$ cat config.mk
export PLATFORM = sky130hd
export DESIGN_NAME = eight_bit_alu_datapath
export DESIGN_NICKNAME = d
export VERILOG_FILES = /design/src/alu_mul_unit.sv /design/src/eight_bit_alu_datapath.sv
export SDC_FILE = /design/constraint.sdc
export NUM_CORES = 1
export LEC_CHECK = 0
export ABC_AREA = 1
export BUFFER_PORTS_ARGS = -buffer_cell sky130_fd_sc_hd__buf_2
export CAP_MARGIN = 20
export CORE_MARGIN = 1.5
export CORE_UTILIZATION = 32
export CTS_BUF_LIST = sky130_fd_sc_hd__clkbuf_2 sky130_fd_sc_hd__clkbuf_4 sky130_fd_sc_hd__clkbuf_8
export DETAILED_ROUTE_END_ITERATION = 8
export GPL_TIMING_DRIVEN = 0
export PLACE_DENSITY = 0.53
export SLEW_MARGIN = 20
export SYNTH_ARGS = -nofsm -noshare
export SYNTH_HDL_FRONTEND = slang
export SYNTH_SLANG_ARGS = --single-unit
export TNS_END_PERCENT = 5
$ cat constraint.sdc
create_clock -name clk -period 3.9 [get_ports clk]
set_clock_uncertainty 0.1 [all_clocks]
set_input_delay 0.195 -clock clk [delete_from_list [all_inputs] [get_ports clk]]
set_output_delay 0.195 -clock clk [all_outputs]
set_load 0.02 [all_outputs]
$ cat src/alu_mul_unit.sv
`timescale 1ns/1ps
`default_nettype none

//==============================================================
// shared types and constants
package alu_pkg;

  localparam int          CYC_SINGLE = 1;      // one-cycle operations
  localparam int          CYC_DOUBLE = 2;      // word and product operations
  localparam int          WORD_K_W   = 6;      // width of the word immediate
  localparam logic [7:0]  BYTE_ONES  = 8'hFF;
  localparam logic [7:0]  BYTE_ZERO  = 8'h00;
  localparam logic [7:0]  BYTE_ONE   = 8'h01;
  localparam logic [7:0]  INC_OVF    = 8'h80;  // increment overflow result
  localparam logic [7:0]  DEC_OVF    = 8'h7F;  // decrement overflow result
  localparam logic [15:0] WORD_ZERO  = 16'h0000;

  typedef enum logic [4:0] {
    opAdd, opAddCarry, opWordAddImmediate, opSub, opMinusConstant,
    opDifferenceWithBorrow, opDifferenceWithBorrowConstant, opWordMinusImmediate,
    opAnd, opConjunctionWithConstant, opOr, opDisjunctionWithConstant,
    opExclusiveDisjunction, opInvertBits, opTwosInverse, opSetSelectedBits,
    opClearSelectedBits, opIncrement, opMinusOne, opZeroOrMinusCheck,
    opZeroRegister, opAllOnesRegister, opProductUnsigned, opProductSigned
  } aluOp_e;

  typedef enum logic [1:0] {destByte, destWord, destProductPair} dest_e;

  typedef struct packed {
    logic h;
    logic s;
    logic v;
    logic n;
    logic z;
    logic c;
  } sreg_s;

  localparam sreg_s FLAGS_RESET = '0;

  typedef struct packed {
    aluOp_e      op;
    logic [7:0]  rd;    // destination operand
    logic [7:0]  rr;    // source register or constant
    logic [15:0] word;  // register pair for word operations
  } aluReq_s;

  typedef struct packed {
    dest_e       dest;
    logic [15:0] data;
  } aluRes_s;

  typedef struct packed {
    logic [7:0] r;
    logic       h;
    logic       v;
    logic       c;
  } arith_s;

  // byte addition with carry in and flag terms
  function automatic arith_s addByte(logic [7:0] a, logic [7:0] b, logic cin);
    arith_s x;
    x.r = 8'(a + b + {7'h00, cin});
    x.h = (a[3] & b[3]) | (b[3] & ~x.r[3]) | (~x.r[3] & a[3]);
    x.c = (a[7] & b[7]) | (b[7] & ~x.r[7]) | (~x.r[7] & a[7]);
    x.v = (a[7] & b[7] & ~x.r[7]) | (~a[7] & ~b[7] & x.r[7]);
    return x;
  endfunction

  // byte subtraction with borrow in and flag terms
  function automatic arith_s subByte(logic [7:0] a, logic [7:0] b, logic bin);
    arith_s x;
    x.r = 8'(a - b - {7'h00, bin});
    x.h = (~a[3] & b[3]) | (b[3] & x.r[3]) | (x.r[3] & ~a[3]);
    x.c = (~a[7] & b[7]) | (b[7] & x.r[7]) | (x.r[7] & ~a[7]);
    x.v = (a[7] & ~b[7] & ~x.r[7]) | (~a[7] & b[7] & x.r[7]);
    return x;
  endfunction

endpackage

//==============================================================
// registered multiplier stage
module alu_mul_unit #(
  parameter int WIDTH = 8
) (
  input  wire logic               clk,
  input  wire logic               rst,
  input  wire logic               start,
  input  wire logic               signedMode,
  input  wire logic [WIDTH-1:0]   opA,
  input  wire logic [WIDTH-1:0]   opB,
  output logic                    prodValid,
  output logic [2*WIDTH-1:0]      product
);

  // refuse widths the product register cannot serve
  if (WIDTH < 2) begin
    $error("multiplier width too small");
  end

  logic [2*WIDTH-1:0] prodU;
  logic [2*WIDTH-1:0] prodS;

  // both products, chosen by mode
  assign prodU = {{WIDTH{1'b0}}, opA} * {{WIDTH{1'b0}}, opB};
  assign prodS = $unsigned({{WIDTH{opA[WIDTH-1]}}, opA} * {{WIDTH{opB[WIDTH-1]}}, opB});

  // product register
  always_ff @(posedge clk or posedge rst) begin
    if (rst) begin
      product   <= '0;
      prodValid <= 1'b0;
    end else begin
      prodValid <= start;
      if (start) begin
        product <= signedMode ? prodS : prodU;
      end
    end
  end

endmodule

`default_nettype wire

$ cat src/eight_bit_alu_datapath.sv
`timescale 1ns/1ps
`default_nettype none

// Summary of operation
// RQ1 - add, add carry: sum, ZCNVH, 1 cycle
// RQ2 - word add immediate: ZCNVS, 2 cycles
// RQ3 - subtract register or constant: ZCNVH, 1 cycle
// RQ4 - register minus source minus carry, 1 cycle
// RQ5 - register minus constant minus carry, 1 cycle
// RQ6 - word minus immediate: ZCNVS, 2 cycles
// RQ7 - AND register or constant: ZNV, 1 cycle
// RQ8 - OR register or constant: ZNV, 1 cycle
// RQ9 - exclusive OR registers: ZNV, 1 cycle
// RQ10 - invert FF-Rd, negate 00-Rd, 1 cycle
// RQ11 - set bits: OR mask, ZNV
// RQ12 - clear bits: AND FF minus mask
// RQ13 - increment: ZNV, carry kept
// RQ14 - decrement: ZNV, carry kept
// RQ15 - test: value unchanged, ZNV
// RQ16 - clear via XOR; set loads FF, no flags
// RQ17 - multiplies: product to R1:R0, ZC, 2 cycles
// RQ18 - unlisted flags keep previous value
module eight_bit_alu_datapath
  import alu_pkg::*;
(
  input  wire logic    clk,
  input  wire logic    rst,
  input  wire logic    reqValid,
  output logic         reqReady,
  input  wire aluReq_s req,
  output logic         resValid,
  output aluRes_s      res,
  output sreg_s        flags
);

  //==============================================================
  // state
  logic    pendFf;      // second cycle of a two-cycle operation
  aluOp_e  holdOpFf;
  logic [15:0] holdWordFf;
  sreg_s   holdFlagsFf;
  aluRes_s resFf;
  logic    resValidFf;
  sreg_s   flagsFf;

  logic    accept;
  logic    isDouble;
  logic    isProduct;
  arith_s  ar;
  logic [7:0]  logicR;
  logic [15:0] wordR;
  logic [15:0] wordK;
  aluRes_s nxt_res;
  sreg_s   nxt_flags;
  logic        prodValid;
  logic [15:0] product;

  assign reqReady  = ~pendFf;
  assign accept    = reqValid & reqReady;
  assign isProduct = (req.op == opProductUnsigned) | (req.op == opProductSigned);
  assign isDouble  = isProduct | (req.op == opWordAddImmediate)
                   | (req.op == opWordMinusImmediate);
  assign wordK     = {{(16 - WORD_K_W){1'b0}}, req.rr[WORD_K_W-1:0]};

  // multiplier, result taken in the second cycle
  alu_mul_unit #(
    .WIDTH (8)
  ) u_mul (
    .clk        (clk),
    .rst        (rst),
    .start      (accept & isProduct),
    .signedMode (req.op == opProductSigned),
    .opA        (req.rd),
    .opB        (req.rr),
    .prodValid  (prodValid),
    .product    (product)
  );

  //==============================================================
  // byte arithmetic selection
  always_comb begin
    case (req.op)
      opAdd:                          ar = addByte(req.rd, req.rr, 1'b0);    // see RQ1
      opAddCarry:                     ar = addByte(req.rd, req.rr, flagsFf.c); // see RQ1
      opSub, opMinusConstant:         ar = subByte(req.rd, req.rr, 1'b0);    // see RQ3
      opDifferenceWithBorrow:         ar = subByte(req.rd, req.rr, flagsFf.c); // see RQ4
      opDifferenceWithBorrowConstant: ar = subByte(req.rd, req.rr, flagsFf.c); // see RQ5
      opTwosInverse:                  ar = subByte(BYTE_ZERO, req.rd, 1'b0); // see RQ10
      opIncrement:                    ar = addByte(req.rd, BYTE_ONE, 1'b0);  // see RQ13
      opMinusOne:                     ar = subByte(req.rd, BYTE_ONE, 1'b0);  // see RQ14
      default:                        ar = addByte(req.rd, req.rr, 1'b0);
    endcase
  end

  // logic results
  always_comb begin
    case (req.op)
      opAnd, opConjunctionWithConstant: logicR = req.rd & req.rr;             // see RQ7
      opOr, opDisjunctionWithConstant:  logicR = req.rd | req.rr;             // see RQ8
      opExclusiveDisjunction:           logicR = req.rd ^ req.rr;             // see RQ9
      opInvertBits:                     logicR = BYTE_ONES - req.rd;          // see RQ10
      opSetSelectedBits:                logicR = req.rd | req.rr;             // see RQ11
      opClearSelectedBits:              logicR = req.rd & (BYTE_ONES - req.rr); // see RQ12
      opZeroOrMinusCheck:               logicR = req.rd & req.rd;             // see RQ15
      opZeroRegister:                   logicR = req.rd ^ req.rd;             // see RQ16
      opAllOnesRegister:                logicR = BYTE_ONES;                   // see RQ16
      default:                          logicR = req.rd;
    endcase
  end

  // word add or subtract
  assign wordR = (req.op == opWordMinusImmediate) ? 16'(req.word - wordK)
                                                  : 16'(req.word + wordK);

  //==============================================================
  // next result and flags for the accepted operation
  always_comb begin
    nxt_res       = '0;
    nxt_res.dest  = destByte;
    nxt_flags     = flagsFf;                                    // see RQ18
    case (req.op)
      opAdd, opAddCarry, opSub, opMinusConstant, opTwosInverse: begin
        nxt_res.data = {BYTE_ZERO, ar.r};
        nxt_flags.z  = (ar.r == BYTE_ZERO);                     // see RQ1
        nxt_flags.c  = ar.c;
        nxt_flags.n  = ar.r[7];
        nxt_flags.v  = ar.v;
        nxt_flags.h  = ar.h;
      end
      opDifferenceWithBorrow, opDifferenceWithBorrowConstant: begin
        nxt_res.data = {BYTE_ZERO, ar.r};
        nxt_flags.z  = (ar.r == BYTE_ZERO) & flagsFf.z;         // see RQ4
        nxt_flags.c  = ar.c;
        nxt_flags.n  = ar.r[7];
        nxt_flags.v  = ar.v;
        nxt_flags.h  = ar.h;                                    // see RQ5
      end
      opIncrement, opMinusOne: begin
        nxt_res.data = {BYTE_ZERO, ar.r};
        nxt_flags.z  = (ar.r == BYTE_ZERO);
        nxt_flags.n  = ar.r[7];
        nxt_flags.v  = (req.op == opIncrement) ? (ar.r == INC_OVF)  // see RQ13
                                               : (ar.r == DEC_OVF); // see RQ14
      end
      opInvertBits: begin
        nxt_res.data = {BYTE_ZERO, logicR};
        nxt_flags.z  = (logicR == BYTE_ZERO);
        nxt_flags.c  = 1'b1;                                    // see RQ10
        nxt_flags.n  = logicR[7];
        nxt_flags.v  = 1'b0;
      end
      opAllOnesRegister: begin
        nxt_res.data = {BYTE_ZERO, logicR};                     // see RQ16
      end
      opWordAddImmediate: begin
        nxt_res.dest = destWord;
        nxt_res.data = wordR;
        nxt_flags.z  = (wordR == WORD_ZERO);                    // see RQ2
        nxt_flags.n  = wordR[15];
        nxt_flags.v  = ~req.word[15] & wordR[15];
        nxt_flags.c  = ~wordR[15] & req.word[15];
        nxt_flags.s  = wordR[15] ^ (~req.word[15] & wordR[15]);
      end
      opWordMinusImmediate: begin
        nxt_res.dest = destWord;
        nxt_res.data = wordR;
        nxt_flags.z  = (wordR == WORD_ZERO);                    // see RQ6
        nxt_flags.n  = wordR[15];
        nxt_flags.v  = req.word[15] & ~wordR[15];
        nxt_flags.c  = wordR[15] & ~req.word[15];
        nxt_flags.s  = wordR[15] ^ (req.word[15] & ~wordR[15]);
      end
      opProductUnsigned, opProductSigned: begin
        nxt_res.dest = destProductPair;                         // see RQ17
      end
      default: begin
        nxt_res.data = {BYTE_ZERO, logicR};                     // see RQ7
        nxt_flags.z  = (logicR == BYTE_ZERO);
        nxt_flags.n  = logicR[7];
        nxt_flags.v  = 1'b0;
      end
    endcase
  end

  //==============================================================
  // two-cycle sequencing
  always_ff @(posedge clk or posedge rst) begin
    if (rst) begin
      pendFf      <= 1'b0;
      holdOpFf    <= opAdd;
      holdWordFf  <= WORD_ZERO;
      holdFlagsFf <= FLAGS_RESET;
    end else begin
      pendFf <= accept & isDouble;                              // see RQ2
      if (accept & isDouble) begin
        holdOpFf    <= req.op;
        holdWordFf  <= nxt_res.data;
        holdFlagsFf <= nxt_flags;
      end
    end
  end

  // result register and completion pulse
  always_ff @(posedge clk or posedge rst) begin
    if (rst) begin
      resFf      <= '0;
      resValidFf <= 1'b0;
    end else begin
      resValidFf <= (accept & ~isDouble) | pendFf;
      if (pendFf) begin
        resFf.dest <= (holdOpFf == opWordAddImmediate || holdOpFf == opWordMinusImmediate)
                      ? destWord : destProductPair;
        resFf.data <= prodValid ? product : holdWordFf;         // see RQ17
      end else if (accept) begin
        resFf <= nxt_res;                                       // see RQ3
      end
    end
  end

  // status flags
  always_ff @(posedge clk or posedge rst) begin
    if (rst) begin
      flagsFf <= FLAGS_RESET;
    end else if (pendFf) begin
      if (prodValid) begin
        flagsFf.z <= (product == WORD_ZERO);                    // see RQ17
        flagsFf.c <= product[15];
      end else begin
        flagsFf <= holdFlagsFf;                                 // see RQ6
      end
    end else if (accept & ~isDouble) begin
      flagsFf <= nxt_flags;                                     // see RQ18
    end
  end

  assign resValid = resValidFf;
  assign res      = resFf;
  assign flags    = flagsFf;
endmodule

`default_nettype wire

Word-level counts from Yosys, hierarchy flattened
Cells that the tools add are included.

storage, ports and cells
  logic and storage cells = 197
  bits in registers = 70

cells by class
  muxes and demuxes = 19
  multipliers = 2
  equal/unequal tests = 28
  add/sub/neg operators = 11
  bitwise operators = 97
  reduce and logical (&&, ||, !) cells = 20

operators by type and width
  operator               count
  $pmux W11 S6           1
  $pmux W8 S8            1
  $mux W16               3
  $pmux W16 S3           1
  $and A1 B1 Y1          45
  $eq A5 B4 Y1 const B   8
  $eq A5 B5 Y1 const B   8
  $mux W18               2
  $logic_not A16 Y1      2
  $mul A8 B8 Y16         2
  $or A1 B1 Y1           28
  $eq A5 B3 Y1 const B   5
  $and A8 B8 Y8          3
  $pmux W3 S6            1
  $add A16 B6 Y16        1
  $logic_not A8 Y1       2
  $not A1 Y1             16
  $sub A16 B6 Y16        1
  $sub A8 B8 Y8 const A  2
  $xor A8 B8 Y8          2
  $eq A5 B2 Y1 const B   3
  $mux W6                2
  $reduce_or A2 Y1       6
  $reduce_or A9 Y1       1
  other kinds (26)       31

Longest topological paths before layout
Gate-level depths: netlist of run 1.

  depth after elaboration = 12
  depth in mapped cells = 26
  mapped depth without buffers = 25

Hierarchy
Synthesis of run 1 repeated with hierarchy kept, for this count alone.

unflattened totals
  cell total of the unflattened synthesis = 1760
  area total of the unflattened synthesis = 11782.6 um^2

by module, submodules not included
  module                  area each (um^2)  cells an instance  instances
  eight_bit_alu_datapath  6612.6            1040               1
  alu_mul_unit            5170.0            720                1

Least setup slack after synthesis of run 1
No wires, ideal clock.

  kind = input port to flip-flop
  start point = input port req[23] (netlist name)
  end point = register u_mul.product[15]
  path slack = -0.732 ns
  cell stages on the path = 23
  arrival = 4.393 ns
  path through = clkbuf_1 clkbuf_1 nand2_1 fa_1 inv_1 fa_1 fa_1 fa_1 ha_1 nand2_1 nand2_1 nand3_1 and2_1 o21ai_0 nand2_1 nand2_1 a21o_1 nand2_1 nand2_1 a21oi_1 or2_2 nand2_1 a31oi_1

on the way
  cells in the longest elaborated chain, start to end = 2
  elaborated cells on any way between the ends = 3

RTL lines
  element                                   RTL line                                  RTL
  start, declared                           eight_bit_alu_datapath.sv:30              input wire aluReq_s req,
  $mul A8 B8 Y16, on equally long branches  alu_mul_unit.sv:105, alu_mul_unit.sv:106
  $mux W16 *                                alu_mul_unit.sv:116                       product <= signedMode ? prodS : prodU;
  end signal, assigned                      alu_mul_unit.sv:116
  end, declared                             alu_mul_unit.sv:93                        output logic [2*WIDTH-1:0] product

Mark *: on every way between the ends. The rest lies on a longest branch, timed or not.
A chain may end at the register's enable or synchronous reset.

Worst setup path after layout of run 1
  start point = input port req[30] (netlist name)
  end point = register u_mul.product[11]

Same word-level chain as after synthesis.

==> impl_metrics.csv, run 1 <==
group,metric,value,unit
power,leakage,7.072,nW
sta,rsz0062_at_grt,"true",
placed_design,io_buffers,65,
critical_path,required,4.00,ns
critical_path,crit_top_cell,"buf_4",
critical_path,path_max_fanout,8,
drt,vias,11140,
placed_design,placed_area,0.01216,mm²
drt,drtPass1Iterations,5,
global_routing,grt_pass1_wl,60530,µm
finish,regArea,0.001752,mm²
hold_path,holdCritPathClass,"primary input to register",
finish,num_antenna_cells,0,
critical_path,path_cells,"buf_8 -> clkbuf_16 -> nand2_1 -> inv_2 -> fa_1 -> buf_4 -> fa_2 -> fa_1 -> fa_1 -> ha_4 -> nand4_1 -> o21ai_2 -> nand2_1 -> buf_4 -> buf_4 -> buf_4 -> buf_4 -> buf_4 -> nand3_1 -> a31oi_1",
die,die_w,189.5,µm
finish,layout.nets,1977,
sta,fin_setup_tns,-0.6751,ns
drt,drtAntennaViolNets,0,
power,p_clk_frac,0.116,
global_routing,use_met3,0.01761,
placed_design,place_ws,-0.9941,ns
global_routing,grt_pass1_vias,11110,
outcome,violations,"setup timing",
hold_path,min_from,"req[32]",
global_routing,met2_usage,0.3740,
global_routing,gr-usage-all-layers,0.2177,
placed_design,placedCellCount,2125,
die,dieArea,0.03590,mm²
sta,fmax,245.5,MHz
logic_synthesis,synth-warning-count,0,
global_routing,antenna_found_initial,0,
clocking,path_clk_slew,0.07,ns
die,core,0.03437,mm²
power,p_sw_frac,0.4724,
die,die_h,189.5,µm
drt,dr.first_iter.drc_count,942,
sta,hold_ws,0.08174,ns
critical_path,r2r_start,"flags[0]",
critical_path,startpoint,"req[30]",
drt,drt_wl_total,38340,µm
power,pwr-share-comb,0.691,
clocking,cts_buffers,9,
sta,finalCriticalPeriod,4.073,ns
logic_synthesis,syn_area,0.01113,mm²
clocking,insertion_delay,0.35,ns
finish,fin_area,0.01342,mm²
logic_synthesis,seq_area_frac_synth,0.1574,
logic_synthesis,synthFlopType,"dfrtp_1",
critical_path,crit_path_start_kind,"primary input",
finish,fillers,3699,
global_routing,busiest_layer,"met2",
finish,post_route_cells_drive_above_1_share,0.1669,
clocking,clock-sinks,70,
critical_path,slowest_stage,"fa_1",
finish,multi_input_area,0.008422,mm²
finish,area_delta_synth_final,20.60,%
clocking,cts_root_buffer,"clkbuf_8",
sta,worst_slew_pin_slew,0.8392,ns
logic_synthesis,synth-seq-cells,70,
finish,fin_cells,2187,
sta,max_slew_margin,0.4359,
critical_path,arrival,4.18,ns
power,seqPwrFrac,0.193,
drt,remaining_drc_errors,0,
outcome,status,"finished with violations",
power,cellPowerDensity,409.6,mW/mm²
global_routing,grt_util_met1,0.2937,
sta,final_min_period_over_clock_period,1.044,
sta,hold_viol,0,
power,switching_power,2.596,mW
critical_path,crit_type,"primary input to register",
drt,wl_per_cell,17.53,µm
logic_synthesis,syn_avg_cell_area,6.937,µm²
die,start_util,0.3237,
placed_design,hpwl,31640,µm
critical_path,endpoint_kind,"register",
job,maxCapViolations,0,
critical_path,slowest_delay,0.53,ns
sta,setup_viol,7,
power,p_int,2.900,mW
clocking,h-tree-depth,3,
sta,slew_violations,0,
drt,viasPerCell,5.092,
logic_synthesis,synthArstFlopShare,1.000,
placed_design,place_congestion,0.9379,
sta,finalWorstSetupSlack,-0.1728,ns
die,fp-row-count,68,
clocking,cts_tree,"built",
logic_synthesis,ys_types,56,
global_routing,grt_max_degree,40,
logic_synthesis,synth_nets,1853,
logic_synthesis,synth-edff-count,0,
global_routing,grt_overflow,0,
die,pin_count,66,
power,irDropWorstVdd,192.6,µV
clocking,clockBufferDepth,2,
logic_synthesis,syn-instance-count,1604,
-- through the flow --
| stage | util | total power, mW |
|---|---|---|
| global placement | 0.3531 | 4.196 |
| global route | 0.3904 | 6.029 |
| detailed placement | 0.3538 | 4.217 |
| CTS | 0.3884 | 5.417 |
| floorplan | - | 3.352 |
| finish | 0.3904 | 5.496 |
-- cell usage after synthesis, types with 3 or more instances --
library cell	number	area [µm²]
a21o_1	3	22.52
a21oi_1	67	335.3
a22oi_1	4	30.03
a31oi_1	14	87.58
buf_2	12	60.06
clkbuf_1	18	67.56
dfrtp_1	70	1752
fa_1	92	1842
ha_1	117	1464
inv_1	286	1074
inv_2	12	45.04
nand2_1	407	1528
nand2_2	8	50.05
nand3_1	110	550.5
nand3_2	4	40.04
nand3b_1	5	37.54
nand4_1	21	131.4
nor2_1	124	465.5
nor2_2	6	37.54
nor3_1	15	75.07
nor4_1	3	18.77
o2111ai_1	19	166.4
o211ai_1	4	30.03
o21ai_0	73	365.4
o21ai_1	13	65.06
o21bai_1	8	60.06
o221ai_1	7	61.31
o22ai_1	10	62.56
o31ai_1	3	22.52
or2_2	10	62.56
xnor2_1	10	87.58
xor2_1	17	148.9
-- worst paths after layout --
path | to | slack, ns | cells after the start
worst max-delay path | u_mul.product[11] | -0.17 | 20
worst min-delay path | holdOpFf[0] | 0.08 | 3
worst max register to register | res[6] | 0.96 | 15
worst min register to register | holdWordFf[3] | 0.38 | 2
max in group asynchronous | holdOpFf[0] | 2.85 | 4
min in group asynchronous | u_mul.product[14] | 0.30 | 3
-- layout by cell type, fill, tap and decap left out, types with 7 or more instances in the layout --
cell and count:
o2111ai_1 17, a21oi_2 9, nor2_1 122, clkbuf_8 12, a31oi_1 13, nand3_1 109, buf_4 49, fa_1 83
clkbuf_16 8, nor2_2 8, a21oi_1 60, fa_2 9, nand2_2 23, o22ai_1 10, ha_4 15, buf_2 59
o21bai_1 8, o21ai_0 68, dfrtp_1 70, ha_1 100, buf_6 10, clkbuf_1 7, inv_1 273, xor2_1 17
or2_2 9, xnor2_1 10, nand2_1 390, nand4_1 21, inv_2 20, o21ai_1 15, nor3_1 10
-- critical path, delay by kind of cell --
kind | cells | cell delay (ns)
compound gates | 2 | 0.26
simple gates | 4 | 0.35
fa+ha+maj | 5 | 2.28
buf+inv | 9 | 1.11
-- repair_timing --
item,CTS,global route
setup endpoints to repair,11,15
buffers inserted,45,1
pin swaps,42,20
cloned,1,0
hold buffers,1,0
endpoints found under the hold margin,31,0
resized for setup,134,21
-- cells by family (layout without fill, tap and decap cells) --
| kind of cell | after synthesis | in the layout | synth area share |
|---|---|---|---|
| AO/OA/AOI/OAI | 237 | 237 | 0.1281 |
| XOR/XNOR | 27 | 27 | 0.02125 |
| adder cells (fa/ha/maj) | 209 | 209 | 0.2971 |
| buffers and inverters | 339 | 467 | 0.1190 |
| flip-flops | 70 | 70 | 0.1574 |
| AND/OR/NAND/NOR | 722 | 722 | 0.2772 |
-- power by group through the flow --
stage	logic, mW	registers, mW	clock network (mW)
after floorplan	2.30	1.05	0
after global placement	3.13	1.06	0
after detailed placement	3.15	1.07	0
after CTS	3.71	1.05	0.650
after global routing	4.27	1.07	0.684
final	3.80	1.06	0.635
-- sequential cells by signal (all words and copies together) (netlist names) --
signal	cells
holdFlagsFf	6
u_mul.prodValid	1
res	18
holdOpFf	5
flags	6
u_mul.product	16
resValid	1
holdWordFf	16
pendFf	1
-- area by class of cell --
type | instances | share of cell area
buffer | 36 | 0.03301
tap | 455 | 0.04242
multi-input combinational | 1195 | 0.6276
sequential | 70 | 0.1305
clock inverter | 6 | 0.006527
timing repair buffer | 114 | 0.06275
inverter | 302 | 0.08793
clock buffer | 9 | 0.009231
-- per-layer routing --
layer,wire length (µm),part of all wire
met1,17050,0.44
met2,18120,0.47
met3,2236,0.058
met4,928,0.024
met5,0,0
Power figures use the tool's default switching activity.
==> run 2, diff against run 1 <==
--- a/config.mk
+++ b/config.mk
@@ -8,12 +8,14 @@
 export ABC_AREA = 1
 export BUFFER_PORTS_ARGS = -buffer_cell sky130_fd_sc_hd__buf_2
 export CAP_MARGIN = 20
+export CORE_ASPECT_RATIO = 2
 export CORE_MARGIN = 1.5
 export CORE_UTILIZATION = 32
 export CTS_BUF_LIST = sky130_fd_sc_hd__clkbuf_2 sky130_fd_sc_hd__clkbuf_4 sky130_fd_sc_hd__clkbuf_8
 export DETAILED_ROUTE_END_ITERATION = 8
 export GPL_TIMING_DRIVEN = 0
 export PLACE_DENSITY = 0.53
+export REMOVE_ABC_BUFFERS = 1
 export SLEW_MARGIN = 20
 export SYNTH_ARGS = -nofsm -noshare
 export SYNTH_HDL_FRONTEND = slang
==> impl_metrics.csv, run 2 (synthesized netlist as in run 1, its figures left out) <==
group,metric,value,unit
hold_path,holdCritPathClass,"primary input to register",
critical_path,crit_path_start_kind,"primary input",
die,dieArea,0.03597,mm²
power,irDropWorstVdd,225.7,µV
finish,fin_area,0.01294,mm²
placed_design,placed_area,0.01186,mm²
power,p_int,2.612,mW
hold_path,holdPathStages,3,
finish,num_antenna_cells,0,
hold_path,min_to,"holdOpFf[0]",
critical_path,slowest_stage,"fa_1",
clocking,cts_root_buffer,"clkbuf_8",
finish,area_delta_synth_final,16.29,%
power,seqPwrFrac,0.200,
sta,hold_ws,0.06333,ns
drt,drtAntennaViolNets,0,
sta,slew_violations,0,
critical_path,required,4.03,ns
critical_path,path_max_fanout,7,
power,leakage,6.820,nW
clocking,h-tree-depth,3,
sta,hold_viol,0,
finish,utilization,0.3780,
sta,fin_setup_tns,-0.6351,ns
sta,fmax,242.0,MHz
sta,setup_viol,6,
global_routing,grt_pass1_vias,11460,
sta,finalCriticalPeriod,4.131,ns
critical_path,endpoint_kind,"register",
critical_path,slowest_delay,0.55,ns
critical_path,r2r_slack,0.30,ns
die,start_util,0.3250,
finish,final_common_cell,"nand2_1",
critical_path,path_cells,"buf_16 -> ha_4 -> inv_6 -> fa_1 -> inv_2 -> fa_1 -> fa_1 -> fa_1 -> ha_4 -> nand2_2 -> nand2_2 -> nand3_2 -> and2_4 -> o21ai_2 -> nand2_1 -> nand2_1 -> a21o_1 -> nand2_1 -> nand2_1 -> a21oi_2 -> or2_4 -> nand2_2 -> a31oi_1",
hold_path,min_from,"req[32]",
die,fp-row-count,96,
power,p_sw_frac,0.5028,
global_routing,grt_overflow,0,
sta,worst_slew_pin_slew,0.9952,ns
critical_path,r2r.worst_path.cells,8,
sta,max_slew_margin,0.3341,
outcome,status,"finished with violations",
power,switching_power,2.641,mW
clocking,clock-sinks,70,
drt,viasPerCell,5.127,
clocking,insertion_delay,0.38,ns
finish,layout.nets,1931,
placed_design,place_congestion,0.9386,
sta,rsz0062_at_grt,"true",
drt,drt_wl_total,41880,µm
global_routing,grt_max_degree,56,
job,maxCapViolations,0,
global_routing,grt_pass1_wl,63680,µm
critical_path,r2r-end,"holdOpFf[2]",
clocking,clockBufferDepth,2,
die,die_h,266.7,µm
die,pin_count,66,
drt,remaining_drc_errors,0,
sta,final_min_period_over_clock_period,1.059,
clocking,cts_buffers,9,
critical_path,r2r_start,"pendFf",
finish,largest_reg_flops,18,
clocking,cts_tree,"built",
sta,finalWorstSetupSlack,-0.2314,ns
finish,final_cell_mix,"nand2_1 (398), inv_1 (270), nor2_1 (120), nand3_1 (106), ha_1 (102)",
die,die_w,134.9,µm
critical_path,crit_type,"primary input to register",
placed_design,io_buffers,65,
global_routing,antenna_found_initial,0,
placed_design,place_ws,-1.562,ns
die,core,0.03423,mm²
global_routing,gr-usage-all-layers,0.2389,
power,p_clk_frac,0.109,
drt,dr.first_iter.drc_count,522,
outcome,violations,"setup timing",
drt,wl_per_cell,19.68,µm
finish,post_route_cells_drive_above_1_share,0.1434,
clocking,path_clk_slew,0.08,ns
drt,vias,10910,
power,pwr-share-comb,0.691,
critical_path,arrival,4.26,ns
power,cellPowerDensity,406.0,mW/mm²
drt,drtPass1Iterations,5,
placed_design,hpwl,33660,µm
run 2: what timing repair did:
| action | 4_1_cts | 5_1_grt |
|---|---|---|
| cloned | 1 | 1 |
| hold endpoints to repair | 70 | 0 |
| hold buffers | 1 | 0 |
| setup endpoints to repair | 12 | 19 |
| setup buffers | 24 | 11 |
| gates resized for setup | 114 | 25 |
| pin swaps | 34 | 19 |
run 2: power groups by stage:
stage	Sequential (mW)	Combinational [mW]	Clock, mW
after floorplan	1.05	2.15	0
after global placement	1.06	3.07	0
after global routing	1.07	4.06	0.611
final	1.05	3.63	0.573
after CTS	1.05	3.50	0.588
after detailed placement	1.06	3.09	0
run 2: through the flow:
step	power, mW	std cells
2_1_floorplan	3.197	1567
3_3_place_gp	4.125	2073
3_5_place_dp	4.154	2074
4_1_cts	5.137	2116
5_1_grt	5.741	2128
6_report	5.253	2128
run 2: worst max path at each step:
stage                     startpoint                 to  slack [ns]
after CTS                    req[25]  u_mul.product[15]       -0.21
after detailed placement     req[24]  u_mul.product[15]       -1.56
after floorplan              req[25]  u_mul.product[15]       -0.45
after global placement       req[24]  u_mul.product[15]       -1.60
after global routing         req[27]  u_mul.product[15]       -0.40
final                        req[28]  u_mul.product[15]       -0.23
run 2: layout make-up:
class | instances | area [µm²]
multi-input cells | 1195 | 8371
inverters | 302 | 1176
flip-flops and latches | 70 | 1752
repair buffers | 104 | 910.9
well taps | 441 | 551.8
fillers | 3752 | 21290
clock buffers | 11 | 145.1
clock inverters | 5 | 33.78
run 2: metal layers:
metal,vias to the layer above,routed length (µm),global-route usage,share of wire
met5,-,0,0,0
met4,0,4559,0.2049,0.11
met3,149,1436,0.02127,0.034
met2,316,22420,0.4595,0.54
met1,5162,13460,0.2199,0.32
li1,5283,-,-,-
run 2: worst max-delay path, delay by kind of cell:
| kind | cells | cell delay (ns) |
|---|---|---|
| AO/OA/AOI/OAI | 4 | 0.36 |
| adder cells (fa/ha/maj) | 6 | 2.54 |
| buffers and inverters | 3 | 0.22 |
| AND/OR/NAND/NOR | 10 | 0.94 |
